==> src/atxm_params.svh <==
// What this block does
// With reset-control bit 1 set, each drive initialization sends a soft reset; with it clear, none is sent.
// Software keeps one reset method on and never pairs a clear soft-reset enable with a set skip bit.
// With reset-control bit 0 set, the reset pin pulses only at power-up or chip reset, else at every reset.
// UDMA is used with an ATA drive only when UDMA byte bit 7 is set and the drive supports an enabled mode.
// UDMA is used with an ATAPI drive only when UDMA byte bit 6 is set and the drive supports an enabled mode.
// UDMA byte bits 4, 3 and 2 enable UDMA modes 4, 3 and 2, the only UDMA modes supported.
// Software writes zero to UDMA byte bits 5, 1 and 0 and to bits 7 to 3 of the DMA/PIO byte.
// UDMA runs in the highest mode that is both enabled and supported by the drive.
// DMA/PIO byte bit 2 enables multiword DMA, used only if the drive supports it.
// DMA/PIO byte bit 1 enables PIO mode 4 and bit 0 enables PIO mode 3, both may be set.
// The PIO mode is the highest enabled and supported one among modes 0, 3 and 4.
// PIO mode 0 is always available as the fallback, with no enable bit.
// A usable UDMA mode is preferred over multiword DMA, which is preferred over PIO.
`ifndef ATXM_PARAMS_SVH
`define ATXM_PARAMS_SVH
// ----------------------------------------
// Configuration byte offsets
// ----------------------------------------
`define ATXM_RST_CTL_OFS 8'h05
`define ATXM_UDMA_CFG_OFS 8'h06
`define ATXM_DMA_PIO_CFG_OFS 8'h07
// ----------------------------------------
// Reset values
// ----------------------------------------
`define ATXM_RST_CTL_RST 8'h07
`define ATXM_UDMA_CFG_RST 8'hd4
`define ATXM_DMA_PIO_CFG_RST 8'h07
// ----------------------------------------
// Field positions
// ----------------------------------------
`define ATXM_SKIP_PIN_BIT 0
`define ATXM_SRST_EN_BIT 1
`define ATXM_UDMA_ATA_BIT 7
`define ATXM_UDMA_ATAPI_BIT 6
`define ATXM_UDMA4_BIT 4
`define ATXM_UDMA3_BIT 3
`define ATXM_UDMA2_BIT 2
`define ATXM_MWDMA_BIT 2
`define ATXM_PIO4_BIT 1
`define ATXM_PIO3_BIT 0
// ----------------------------------------
// Timing
// ----------------------------------------
`define ATXM_CLK_PERIOD_NS 25
`define ATXM_PIN_RESET_NS 25000
`define ATXM_PIN_RESET_CYC ((`ATXM_PIN_RESET_NS + `ATXM_CLK_PERIOD_NS - 1) / `ATXM_CLK_PERIOD_NS)
`endif

==> src/atxm_pkg.sv <==
package atxm_pkg;
	typedef enum logic [2:0] {
		XC_PIO = 3'b001,
		XC_MWDMA = 3'b010,
		XC_UDMA = 3'b100
	} atxm_class_t;
	typedef struct packed {
		atxm_class_t cls;
		logic [2:0] mode;
	} atxm_xfer_t;
	typedef struct packed {
		logic udma2;
		logic udma3;
		logic udma4;
		logic mwdma2;
		logic pio3;
		logic pio4;
	} atxm_support_t;
	typedef enum logic [3:0] {
		ST_IDLE = 4'b0001,
		ST_PIN = 4'b0010,
		ST_SRST = 4'b0100,
		ST_MODE = 4'b1000
	} atxm_state_t;
endpackage

==> src/atxm_mode_select.sv <==
`timescale 1ns/100ps
`default_nettype none
`include "atxm_params.svh"
module atxm_mode_select import atxm_pkg::*; (
	// Configuration
	input wire logic [7:0] udma_cfg_in,
	input wire logic [7:0] dma_pio_cfg_in,
	// Drive report
	input wire logic atapi_in,
	input wire atxm_support_t sup_in,
	// Result
	output atxm_xfer_t xfer_out
);
	logic udma_ok;
	logic u4;
	logic u3;
	logic u2;
	logic mw;
	logic p4;
	logic p3;
	assign udma_ok = atapi_in ? udma_cfg_in[`ATXM_UDMA_ATAPI_BIT] : udma_cfg_in[`ATXM_UDMA_ATA_BIT];
	assign u4 = udma_cfg_in[`ATXM_UDMA4_BIT] & sup_in.udma4;
	assign u3 = udma_cfg_in[`ATXM_UDMA3_BIT] & sup_in.udma3;
	assign u2 = udma_cfg_in[`ATXM_UDMA2_BIT] & sup_in.udma2;
	assign mw = dma_pio_cfg_in[`ATXM_MWDMA_BIT] & sup_in.mwdma2;
	assign p4 = dma_pio_cfg_in[`ATXM_PIO4_BIT] & sup_in.pio4;
	assign p3 = dma_pio_cfg_in[`ATXM_PIO3_BIT] & sup_in.pio3;
	// Reserved bits are ignored so a stray one cannot pick an unsupported mode.
	always_comb
	begin
		xfer_out.cls = XC_PIO;
		xfer_out.mode = 3'h0;
		if (udma_ok && (u4 || u3 || u2))
		begin
			xfer_out.cls = XC_UDMA;
			xfer_out.mode = u4 ? 3'h4 : (u3 ? 3'h3 : 3'h2);
		end
		else if (mw)
		begin
			xfer_out.cls = XC_MWDMA;
			xfer_out.mode = 3'h2;
		end
		else if (p4)
			xfer_out.mode = 3'h4;
		else if (p3)
			xfer_out.mode = 3'h3;
	end
endmodule // atxm_mode_select
`default_nettype wire

==> src/atxm_config.sv <==
`timescale 1ns/100ps
`default_nettype none
`include "atxm_params.svh"
module atxm_config import atxm_pkg::*; (
	// Clock and reset
	input wire logic clk_in,
	input wire logic rst_in,
	// Configuration byte port
	input wire logic cfg_wr_in,
	input wire logic [7:0] cfg_addr_in,
	input wire logic [7:0] cfg_wdata_in,
	output logic [7:0] cfg_rdata_out,
	// Drive report and initialization control
	input wire logic init_req_in,
	input wire logic atapi_in,
	input wire atxm_support_t sup_in,
	output logic init_busy_out,
	output logic init_done_out,
	// Drive reset
	output logic drive_hw_reset_pin_n_out,
	output logic srst_req_out,
	// Chosen transfer mode
	output atxm_xfer_t xfer_out
);
	// ----------------------------------------
	// Configuration bytes
	// ----------------------------------------
	logic [7:0] rst_ctl_reg;
	logic [7:0] udma_config_byte_reg;
	logic [7:0] dma_pio_config_byte_reg;
	atxm_state_t state_reg;
	atxm_state_t state_next;
	logic [9:0] pin_cnt_reg;
	logic pin_last;
	logic accept;
	atxm_xfer_t sel;

	always_ff @(posedge clk_in or posedge rst_in)
	begin
		if (rst_in)
		begin
			rst_ctl_reg <= `ATXM_RST_CTL_RST;
			udma_config_byte_reg <= `ATXM_UDMA_CFG_RST;
			dma_pio_config_byte_reg <= `ATXM_DMA_PIO_CFG_RST;
		end
		else if (cfg_wr_in)
		begin
			case (cfg_addr_in)
				`ATXM_RST_CTL_OFS: rst_ctl_reg <= cfg_wdata_in;
				`ATXM_UDMA_CFG_OFS: udma_config_byte_reg <= cfg_wdata_in;
				`ATXM_DMA_PIO_CFG_OFS: dma_pio_config_byte_reg <= cfg_wdata_in;
				default: ;
			endcase
		end
	end

	always_ff @(posedge clk_in or posedge rst_in)
	begin
		if (rst_in)
			cfg_rdata_out <= 8'h00;
		else
		begin
			case (cfg_addr_in)
				`ATXM_RST_CTL_OFS: cfg_rdata_out <= rst_ctl_reg;
				`ATXM_UDMA_CFG_OFS: cfg_rdata_out <= udma_config_byte_reg;
				`ATXM_DMA_PIO_CFG_OFS: cfg_rdata_out <= dma_pio_config_byte_reg;
				default: cfg_rdata_out <= 8'h00;
			endcase
		end
	end

	// ----------------------------------------
	// Drive initialization sequence
	// ----------------------------------------
	// Chip reset enters the pin phase directly, so power-up always pulses the pin.
	assign accept = (state_reg == ST_IDLE) && init_req_in;
	assign pin_last = (pin_cnt_reg == 10'(`ATXM_PIN_RESET_CYC - 1));

	always_comb
	begin
		state_next = state_reg;
		case (state_reg)
			ST_IDLE:
			begin
				if (init_req_in)
				begin
					if (rst_ctl_reg[`ATXM_SKIP_PIN_BIT])
						state_next = rst_ctl_reg[`ATXM_SRST_EN_BIT] ? ST_SRST : ST_MODE;
					else
						state_next = ST_PIN;
				end
			end
			ST_PIN:
			begin
				if (pin_last)
					state_next = rst_ctl_reg[`ATXM_SRST_EN_BIT] ? ST_SRST : ST_MODE;
			end
			ST_SRST: state_next = ST_MODE;
			ST_MODE: state_next = ST_IDLE;
			default: state_next = ST_IDLE;
		endcase
	end

	always_ff @(posedge clk_in or posedge rst_in)
	begin
		if (rst_in)
			state_reg <= ST_PIN;
		else
			state_reg <= state_next;
	end

	always_ff @(posedge clk_in or posedge rst_in)
	begin
		if (rst_in)
			pin_cnt_reg <= 10'h000;
		else if (state_reg == ST_PIN && !pin_last)
			pin_cnt_reg <= pin_cnt_reg + 10'h001;
		else
			pin_cnt_reg <= 10'h000;
	end

	// The pin is low through chip reset itself and through the timed phase.
	always_ff @(posedge clk_in or posedge rst_in)
	begin
		if (rst_in)
			drive_hw_reset_pin_n_out <= 1'b0;
		else
			drive_hw_reset_pin_n_out <= (state_next != ST_PIN);
	end

	assign srst_req_out = (state_reg == ST_SRST);
	assign init_busy_out = (state_reg != ST_IDLE);

	// ----------------------------------------
	// Transfer mode choice
	// ----------------------------------------
	atxm_mode_select u_sel (
		.udma_cfg_in(udma_config_byte_reg),
		.dma_pio_cfg_in(dma_pio_config_byte_reg),
		.atapi_in(atapi_in),
		.sup_in(sup_in),
		.xfer_out(sel)
	);

	// The mode is frozen per initialization so it never changes mid-transfer.
	always_ff @(posedge clk_in or posedge rst_in)
	begin
		if (rst_in)
		begin
			xfer_out <= '{cls: XC_PIO, mode: 3'h0};
			init_done_out <= 1'b0;
		end
		else
		begin
			init_done_out <= (state_reg == ST_MODE);
			if (state_reg == ST_MODE)
				xfer_out <= sel;
		end
	end

	// ----------------------------------------
	// Checks
	// ----------------------------------------
	logic udma_ok_h;
	logic udma_any_h;
	logic mw_h;
	logic st_mode_h;
	logic u4_h;
	logic u3_h;
	logic u2_h;
	logic p4_h;
	logic p3_h;
	logic pick_udma_h;
	logic pick_dma_h;
	logic pick_pio_h;
	logic [10:0] low_run_reg;
	// Low time is counted apart from the sequencer, so a slip in its counter shows here.
	always_ff @(posedge clk_in or posedge rst_in)
	begin
		if (rst_in)
			low_run_reg <= 11'h000;
		else if (!drive_hw_reset_pin_n_out)
			low_run_reg <= low_run_reg + 11'h001;
		else
			low_run_reg <= 11'h000;
	end
	assign udma_ok_h = atapi_in ? udma_config_byte_reg[`ATXM_UDMA_ATAPI_BIT] : udma_config_byte_reg[`ATXM_UDMA_ATA_BIT];
	assign u4_h = udma_config_byte_reg[`ATXM_UDMA4_BIT] && sup_in.udma4;
	assign u3_h = udma_config_byte_reg[`ATXM_UDMA3_BIT] && sup_in.udma3;
	assign u2_h = udma_config_byte_reg[`ATXM_UDMA2_BIT] && sup_in.udma2;
	assign p4_h = dma_pio_config_byte_reg[`ATXM_PIO4_BIT] && sup_in.pio4;
	assign p3_h = dma_pio_config_byte_reg[`ATXM_PIO3_BIT] && sup_in.pio3;
	assign udma_any_h = udma_ok_h && (u4_h || u3_h || u2_h);
	assign mw_h = dma_pio_config_byte_reg[`ATXM_MWDMA_BIT] && sup_in.mwdma2;
	assign st_mode_h = (state_reg == ST_MODE);
	assign pick_udma_h = st_mode_h && udma_ok_h;
	assign pick_dma_h = st_mode_h && !udma_any_h;
	assign pick_pio_h = pick_dma_h && !mw_h;
endmodule // atxm_config
`default_nettype wire

==> config.mk <==
export PLATFORM = sky130hd
export DESIGN_NAME = atxm_config
export DESIGN_NICKNAME = d
export VERILOG_FILES = /design/src/atxm_pkg.sv /design/src/atxm_mode_select.sv /design/src/atxm_config.sv
export VERILOG_INCLUDE_DIRS = /design/src /design/src/src
export SDC_FILE = /design/constraint.sdc
export NUM_CORES = 1
export LEC_CHECK = 0
export ABC_AREA = 1
export BUFFER_PORTS_ARGS = -buffer_cell sky130_fd_sc_hd__buf_2
export CAP_MARGIN = 10
export CORE_UTILIZATION = 56
export CTS_CLUSTER_SIZE = 25
export DETAILED_ROUTE_END_ITERATION = 16
export PLACE_DENSITY = 0.9
export SYNTH_ARGS = -nofsm -noshare
export SYNTH_HDL_FRONTEND = slang
export SYNTH_HIERARCHICAL = 1
export SYNTH_SLANG_ARGS = --single-unit
==> constraint.sdc <==
create_clock -name clk_in -period 2.3 [get_ports clk_in]
set_input_delay 0.575 -clock clk_in [delete_from_list [all_inputs] [get_ports clk_in]]
set_output_delay 0.575 -clock clk_in [all_outputs]
set_load 0.1 [all_outputs]
==> results of run 1 <==
==> synthesized netlist by cell type, types with 3 or more instances <==
cell type	number	area (um^2)
inv_1	25	93.8
nor2_4	4	45.0
nand3_2	3	30.0
nor2_1	32	120
o21ai_0	4	20.0
buf_4	3	22.5
xor2_1	3	26.3
nand2_2	5	31.3
nand2_1	123	462
dfrtp_1	42	1050
nand3_1	42	210
nand4_1	12	75.1
dfstp_2	12	315
==> cell type report <==
type                       instances  area (um^2)
fill                             363         1450
tap                               52         65.1
multi-input combinational        239         1130
timing repair buffer              46          248
clock buffer                       7         76.3
sequential                        54         1370
inverter                          27          104
==> stage by stage <==
| step | hold WS [ns] | instance area (um^2) | util, % | power, W |
|---|---|---|---|---|
| 2_1_floorplan | 0.442 | 2650 | - | 0.00162 |
| 3_3_place_gp | 0.453 | 2920 | 65.6 | 0.00173 |
| 3_5_place_dp | 0.458 | 2920 | 65.6 | 0.00175 |
| 4_1_cts | 0.361 | 2990 | 67.3 | 0.00223 |
| 5_1_grt | 0.385 | 2990 | 67.3 | 0.00231 |
| 6_report | 0.338 | 2990 | 67.3 | 0.00222 |
==> report_power, final <==
part / switching, W / leakage [nW] / total [W] / internal (W)
Combinational: 0.000523 / 0.894 / 0.000633 / 0.000110
Clock: 0.000285 / 0.0383 / 0.000496 / 0.000211
Sequential: 0.0000503 / 0.678 / 0.00109 / 0.00104
Total: 0.000859 / 1.61 / 0.00222 / 0.00136
==> how the worst max path moves through the flow <==
stage / to / slack (ns) / from / depth (start not counted)
floorplan: srst_req_out / 0.36 / state_reg[0] / 3
global placement: udma_config_byte_reg[3] / 0.55 / cfg_addr_in[7] / 7
detailed placement: udma_config_byte_reg[5] / 0.53 / cfg_addr_in[7] / 7
CTS: srst_req_out / 0.20 / state_reg[0] / 4
global route: srst_req_out / 0.11 / state_reg[0] / 4
finish: srst_req_out / 0.20 / state_reg[0] / 4
==> layer usage <==
| layer | wire, um | global-route usage, % | part of all wire, % |
|---|---|---|---|
| met1 | 2400 | 28.6 | 46 |
| met3 | 165 | 3.42 | 3.2 |
| met4 | 64 | 8.22 | 1.2 |
| met2 | 2600 | 40.8 | 50 |
| met5 | 0 | 0 | 0 |
==> kinds of logic after synthesis <==
group | Yosys count
and+or+nand+nor | 228
AOI/OAI and AO/OA | 7
buffers and inverters | 34
xor gates and xnor gates | 3
adders and majority gates | 1
DFF | 54
==> qor.yml, run 1 <==
sta:
  max_freq_mhz: 476
  maxSlewViolCount: 0
  period_share_pct: 91.3
  fin_ws_ns: 0.200
  rsz0062_at_grt: "no"
  worst_pin_slew_ns: 0.605
  maxSlewHeadroom_pct: 59.6
  hold_viol_final: 0
  fin_skew_ns: 0.00334
  layout_min_cycle_time_ns: 2.10
  setup_violations: 0
  finalSetupTns_ns: 0
setup_path:
  r2r_start: "pin_cnt_reg[0]"
  cp_cell_sequence: "nor2_1, nand2_1, nor2_2, buf_2"
  reg2reg_depth: 6
  end_kind: "primary output"
  path_class: "reg2out"
  required_ns: 1.73
  crit_family: "buffers and inverters"
  cp_slowest_cell: "buf_2"
  cp-start-kind: "flip-flop"
  cp_slowest_stage_delay_ns: 0.45
  arrival_ns: 1.53
  r2r-end: "pin_cnt_reg[6]"
  critPathMaxFanout: 3
  cp_num_buf_inv: 1
  rrSetupSlack_ns: 0.89
cts:
  cts_root_buffer: "clkbuf_8"
  tritoncts: "built"
  insertion_delay_ns: 0.29
  cts_buffers: 5
  cts_buffer_depth: 2
  cts_hold_buf: 0
  cts_resized: 0
  clock_sinks: 54
  post_cts_buffers: 0
  clkTransAtPathRegs_ns: 0.09
  cts_max_level: 2
die:
  die_w_um: 70.8
  rows: 24
  ios: 45
  core_mm2: 0.00444
  dieArea_mm2: 0.00501
  die_h_um: 70.8
  start_util_pct: 59.6
final_layout:
  antenna_cells: 0
  drive_above_1_share_pct: 22.8
  syn2layout_area_growth_pct: 13.0
  fin_nets: 401
  largest_reg_flops: 10
  fin_cells: 425
  layout_commonest_cell: "nand2_1"
  mostFrequentLayoutCells: "nand2_1 (123), buf_2 (44), nand3_1 (42), dfrtp_1 (42), nor2_1 (31)"
synthesis:
  syn_area_per_cell_um2: 8.10
  synth_cell_types: 26
  syn_inst: 327
  synth.mux.area_fraction_pct: 0
  synth_adder_area_share_pct: 0.472
  synth-edff-count: 0
  synth_nets: 355
  synth_compound_area_share_pct: 1.42
  synth-xor-area-share_pct: 0.992
  yosys_most_used_dff: "dfrtp_1"
  yosys_warnings: 6
  synth_top_family_by_area: "simple AND/OR/NAND/NOR gates"
  ys_ff_latch: 54
  ys_seq_area_share_pct: 51.6
  synth-simple-area-share_pct: 39.8
  synthArstFlopShare_pct: 100
  syn-cell-area_mm2: 0.00265
placed_design:
  port_buffers: 44
  dp_cells: 418
  place_ws_ns: 0.529
  dpl.hpwl_um: 3890
  routabilityCongestion: 0.817
route:
  post_drt_wl_per_cell_um: 12.3
  drcViolationCount: 0
  vias: 2228
  wl_um: 5230
  ant_nets: 0
  dr.pass1.iters: 7
  drt_iter0_markers: 147
  viasPerCell: 5.24
grt:
  first_global_vias: 2234
  antenna_found_initial: 0
  gr-usage-all-layers_pct: 23.0
  grt_overflow: 0
  grt_start_max_net_pins: 29
  grt_pass1_wl_um: 9200
outcome:
  outcome: "completed"
job:
  cap_viol_max_count: 0
worst_hold_path:
  hp-class: "in2async"
power:
  power.leakage_nw: 1.61
  power.density_mw_per_mm2: 743
  irDropWorstVdd_v: 0.000447
Note: power is estimated with default switching activity, not from simulation.
==> run 2: changes to the inputs <==
--- a/config.mk
+++ b/config.mk
@@ -6,13 +6,12 @@
 export SDC_FILE = /design/constraint.sdc
 export NUM_CORES = 1
 export LEC_CHECK = 0
-export ABC_AREA = 1
 export BUFFER_PORTS_ARGS = -buffer_cell sky130_fd_sc_hd__buf_2
 export CAP_MARGIN = 10
-export CORE_UTILIZATION = 56
+export CORE_UTILIZATION = 55
 export CTS_CLUSTER_SIZE = 25
 export DETAILED_ROUTE_END_ITERATION = 16
-export PLACE_DENSITY = 0.9
+export PLACE_DENSITY = 0.79
 export SYNTH_ARGS = -nofsm -noshare
 export SYNTH_HDL_FRONTEND = slang
 export SYNTH_HIERARCHICAL = 1
==> run 2 against run 1 <==
Die area down 6.7%; flip-flop and latch count stayed put; first-iteration DRC count is 67% lower; global-route usage decreased by 0.40 points; clock skew up 0.00065 ns; register-to-register slack got worse by 0.30 ns; sequential power barely moved.
==> qor.yml, run 2 <==
final_layout:
  fin_util_pct: 68.6
  antenna_cells: 0
  largest_reg_flops: 10
  syn2layout_area_growth_pct: 16.6
  layout_commonest_cell: "buf_2"
  fin_nets: 268
  mostFrequentLayoutCells: "buf_2 (44), dfrtp_1 (42), mux2_1 (29)"
  multiInputGateArea_mm2: 0.00103
  drive_above_1_share_pct: 34.4
  n_fill_cell: 309
  final-seq-area_mm2: 0.00137
die:
  start_util_pct: 58.8
  rows: 23
  die_w_um: 68.3
  ios: 45
  dieArea_mm2: 0.00467
  core_mm2: 0.00412
  die_h_um: 68.3
grt:
  use_met2_pct: 37.6
  first_global_vias: 1652
  antenna_found_initial: 0
  gr-usage-all-layers_pct: 22.6
  grt_util_met1_pct: 28.5
  grt_pass1_wl_um: 7530
  busiest_layer: "met2"
  grt_overflow: 0
  grt_start_max_net_pins: 55
  grt_util_met3_pct: 5.83
placed_design:
  port_buffers: 44
  routabilityCongestion: 0.792
  dpl.hpwl_um: 3200
  place_ws_ns: 0.0482
synthesis:
  synthArstFlopShare_pct: 100
  synth_cell_types: 46
  yosys_most_used_dff: "dfrtp_1"
  synth_most_common_cell: "dfrtp_1"
  syn_inst: 191
  ys_seq_area_share_pct: 56.4
  synth_area_leaders: "dfrtp_1 (43%), mux2_1 (13%), dfstp_2 (13%)"
  ys_ff_latch: 54
  synth-edff-count: 0
  synth_common_cells: "dfrtp_1 (42), mux2_1 (29), nor2_1 (18)"
  syn_area_per_cell_um2: 12.7
  yosys.area.top_type: "dfrtp_1"
  syn-cell-area_mm2: 0.00242
  yosys_warnings: 6
  synth.top_cell.area_share_pct: 43.4
  synth_nets: 219
setup_path:
  path_class: "reg2out"
  end_kind: "primary output"
  crit_family: "buffers and inverters"
  cp_slowest_cell: "buf_2"
  critPathMaxFanout: 5
  cp_num_buf_inv: 1
  cp_cell_sequence: "nor4b_4, buf_2"
  required_ns: 1.73
  cp_slowest_stage_delay_ns: 0.48
  cp-start-kind: "flip-flop"
  arrival_ns: 1.60
route:
  post_drt_wl_per_cell_um: 15.6
  drt_iter0_markers: 48
  dr.pass1.iters: 4
  wl_um: 4540
  drcViolationCount: 0
  ant_nets: 0
  viasPerCell: 5.66
  vias: 1646
sta:
  max_freq_mhz: 460
  hold_viol_final: 0
  layout_min_cycle_time_ns: 2.17
  fin_ws_ns: 0.126
  setup_violations: 0
  maxSlewHeadroom_pct: 56.1
  finalSetupTns_ns: 0
  rsz0062_at_grt: "no"
  fin_skew_ns: 0.00399
  period_share_pct: 94.5
  whs_ns: 0.450
  worst_pin_slew_ns: 0.659
  maxSlewViolCount: 0
cts:
  insertion_delay_ns: 0.30
  clock_sinks: 54
  cts_buffers: 5
  cts_max_level: 2
  cts_root_buffer: "clkbuf_8"
  tritoncts: "built"
  clkTransAtPathRegs_ns: 0.09
  post_cts_buffers: 0
  cts_resized: 0
  cts_buffer_depth: 2
  cts_hold_buf: 0
job:
  cap_viol_max_count: 0
power:
  irDropWorstVdd_v: 0.000346
  p_total_w: 0.00209
  power.density_mw_per_mm2: 739
  power.leakage_nw: 1.34
worst_hold_path:
  hp-class: "in2async"
outcome:
  outcome: "completed"
[run 2: cell count changes after synthesis, moves of 8 or more]
cell     delta
a22oi_1     +9
inv_1      -21
mux2_1     +29
mux2_2      +8
nand2_1   -112
nand3_1    -38
nand4_1    -10
nor2_1     -14
[run 2: metrics by stage]
stage               cell area (um^2)  instances
floorplan                       2440        191
global placement                2720        283
detailed placement              2720        283
CTS                             2820        291
global route                    2820        291
finish                          2820        291
[run 2: final timing paths]
check                          startpoint                 endpoint  slack (ns)  depth (start not counted)
max                          state_reg[0]             srst_req_out        0.13                          2
min                                rst_in             state_reg[3]        0.45                          3
max reg2reg                  state_reg[1]             state_reg[2]        0.59                          3
min reg2reg                pin_cnt_reg[0]           pin_cnt_reg[0]        0.46                          1
max in group asynchronous          rst_in  udma_config_byte_reg[5]        1.42                          3
min in group clk_in        pin_cnt_reg[0]           pin_cnt_reg[0]        0.46                          1
[run 2: tightest hold or removal path, stage by stage]
cell and delay, ns:
buf_2 0.10, inv_2 0.04, buf_4 0.53
[run 2: cells by family after synthesis]
group	share of synthesized area [%]
simple gates	14.0
flops	56.4
mux	17.6
compound gates	7.65
buf+inv	1.60
xor+xnor	2.17
fa+ha+maj	0.517
[run 2: power by group]
group	switching, W	internal, W	total [W]
registers	0.0000545	0.00102	0.00107
logic	0.000293	0.000113	0.000406
clock network	0.000282	0.000326	0.000608
total	0.000630	0.00146	0.00209
[run 2: routing by layer]
| metal | wire length, um | part of all wire, % |
|---|---|---|
| met1 | 2090 | 46 |
| met2 | 2170 | 48 |
| met3 | 220 | 4.9 |
| met4 | 58 | 1.3 |
| met5 | 0 | 0 |
[run 2: cell type report]
cell class	count	share of cell area, %
Tap cell	50	2.22
Sequential cell	54	48.4
Clock inverter	1	1.06
Multi-Input combinational cell	128	36.5
Inverter	4	0.532
Timing Repair Buffer	47	8.60
Clock buffer	7	2.70
==> run 3: changes to the inputs <==
--- a/config.mk
+++ b/config.mk
@@ -6,12 +6,13 @@
 export SDC_FILE = /design/constraint.sdc
 export NUM_CORES = 1
 export LEC_CHECK = 0
+export ABC_AREA = 1
 export BUFFER_PORTS_ARGS = -buffer_cell sky130_fd_sc_hd__buf_2
 export CAP_MARGIN = 10
-export CORE_UTILIZATION = 55
+export CORE_UTILIZATION = 56
 export CTS_CLUSTER_SIZE = 25
 export DETAILED_ROUTE_END_ITERATION = 16
-export PLACE_DENSITY = 0.79
+export PLACE_DENSITY = 0.8
 export SYNTH_ARGS = -nofsm -noshare
 export SYNTH_HDL_FRONTEND = slang
 export SYNTH_HIERARCHICAL = 1
==> run 3 against run 2 <==
Combinational power rose by 56%; final area is 6.8% higher; critical path depth up 2; clock skew is 0.00096 ns higher; via count up 36%; non-clock buffer count did not move; clock power fell by 11%; worst setup slack better by 0.12 ns; flip-flop and latch count stayed put; power up 8.6%; global-route usage rose by 1.6 points; critical endpoint unchanged.
==> qor.yml, run 3 (same netlist as run 1, synthesis figures left out) <==
cts:
  clock_sinks: 54
  insertion_delay_ns: 0.30
  clkTransAtPathRegs_ns: 0.09
  tritoncts: "built"
  cts_resized: 0
  post_cts_buffers: 0
  cts_buffers: 5
  cts_root_buffer: "clkbuf_8"
  cts_hold_buf: 0
  cts_max_level: 2
  cts_buffer_depth: 2
placed_design:
  routabilityCongestion: 0.823
  port_buffers: 44
  place_ws_ns: 0.508
  dpl.hpwl_um: 3880
  placed_cell_area_mm2: 0.00292
  dp_cells: 419
setup_path:
  crit_family: "buffers and inverters"
  cp_cell_sequence: "nor2_1, nand2_1, nor2_2, buf_2"
  cp_slowest_stage_delay_ns: 0.44
  worst-path-stages: 4
  cp_num_buf_inv: 1
  reg2reg_depth: 6
  r2r_start: "pin_cnt_reg[0]"
  end_kind: "primary output"
  arrival_ns: 1.48
  required_ns: 1.73
  rrSetupSlack_ns: 0.90
  path_class: "reg2out"
  cp-start-kind: "flip-flop"
  r2r-end: "pin_cnt_reg[6]"
  cp_slowest_cell: "buf_2"
  critPathMaxFanout: 3
route:
  post_drt_wl_per_cell_um: 12.5
  wl_met2_um: 2620
  drt_iter0_markers: 151
  met1Wirelength_um: 2390
  highest_layer: "met4"
  dr.pass1.iters: 6
  ant_nets: 0
  wl_met3_um: 194
  vias: 2239
  wl_um: 5330
  viasPerCell: 5.24
  drcViolationCount: 0
power:
  power.leakage_nw: 1.62
  irDropWorstVdd_v: 0.000451
  power.density_mw_per_mm2: 752
die:
  start_util_pct: 59.6
  core_mm2: 0.00444
  die_w_um: 70.8
  die_h_um: 70.8
  dieArea_mm2: 0.00501
  ios: 45
  rows: 24
sta:
  maxSlewViolCount: 0
  setup_violations: 0
  layout_min_cycle_time_ns: 2.06
  worst_pin_slew_ns: 0.487
  maxSlewHeadroom_pct: 67.8
  hold_viol_final: 0
  max_freq_mhz: 486
  whs_ns: 0.292
  fin_ws_ns: 0.242
  period_share_pct: 89.5
  rsz0062_at_grt: "no"
  fin_skew_ns: 0.00495
  finalSetupTns_ns: 0
grt:
  antenna_found_initial: 0
  gr-usage-all-layers_pct: 24.2
  grt_pass1_wl_um: 9400
  grt_overflow: 0
  grt_start_max_net_pins: 55
  first_global_vias: 2203
final_layout:
  antenna_cells: 0
  largest_reg_flops: 10
  layout_commonest_cell: "nand2_1"
  drive_above_1_share_pct: 23.5
  syn2layout_area_growth_pct: 13.8
  n_fill_cell: 399
  fin_cells: 427
  fin_nets: 402
  mostFrequentLayoutCells: "nand2_1 (123), buf_2 (44), nand3_1 (42), dfrtp_1 (42), nor2_1 (31)"
  final_area_mm2: 0.00302
outcome:
  outcome: "completed"
worst_hold_path:
  hp-class: "in2async"
job:
  cap_viol_max_count: 0
run 3: worst register-to-register path, delay by kind of cell, from the launching register on:
family / cells / cell delay, ns
adders and majority gates: 1 / 0.20
DFF: 1 / 0.45
xor gates and xnor gates: 1 / 0.14
and+or+nand+nor: 4 / 0.50
run 3: cell type report:
class	count	area [um^2]	share of cell area (%)
clock buffer	7	86.3	2.86
clock inverter	1	5.00	0.166
timing repair buffer	47	255	8.46
tap	52	65.1	2.16
multi-input combinational	239	1130	37.6
inverter	27	104	3.44
sequential	54	1370	45.3
run 3: power breakdown:
group | switching [W] | internal, W
Combinational | 0.000521 | 0.000111
Sequential | 0.0000509 | 0.00104
Clock | 0.000296 | 0.000244
Total | 0.000867 | 0.00140
run 3: worst max path at each step:
stage / from / to
2_1_floorplan: state_reg[0] / srst_req_out
3_3_place_gp: cfg_addr_in[7] / udma_config_byte_reg[5]
3_5_place_dp: cfg_addr_in[7] / udma_config_byte_reg[1]
4_1_cts: state_reg[0] / srst_req_out
5_1_grt: state_reg[0] / srst_req_out
6_report: state_reg[0] / srst_req_out
run 3: routing by layer:
layer	vias up	GRT usage (%)
met5	-	0
met4	0	12.7
met3	11	4.99
met2	45	40.0
met1	1053	30.0
li1	1130	-
run 3: stage by stage:
| stage | power, W | utilization (%) |
|---|---|---|
| global placement | 0.00174 | 65.8 |
| CTS | 0.00228 | 67.8 |
| detailed placement | 0.00175 | 65.8 |
| floorplan | 0.00162 | - |
| finish | 0.00227 | 67.8 |
| global route | 0.00237 | 67.8 |
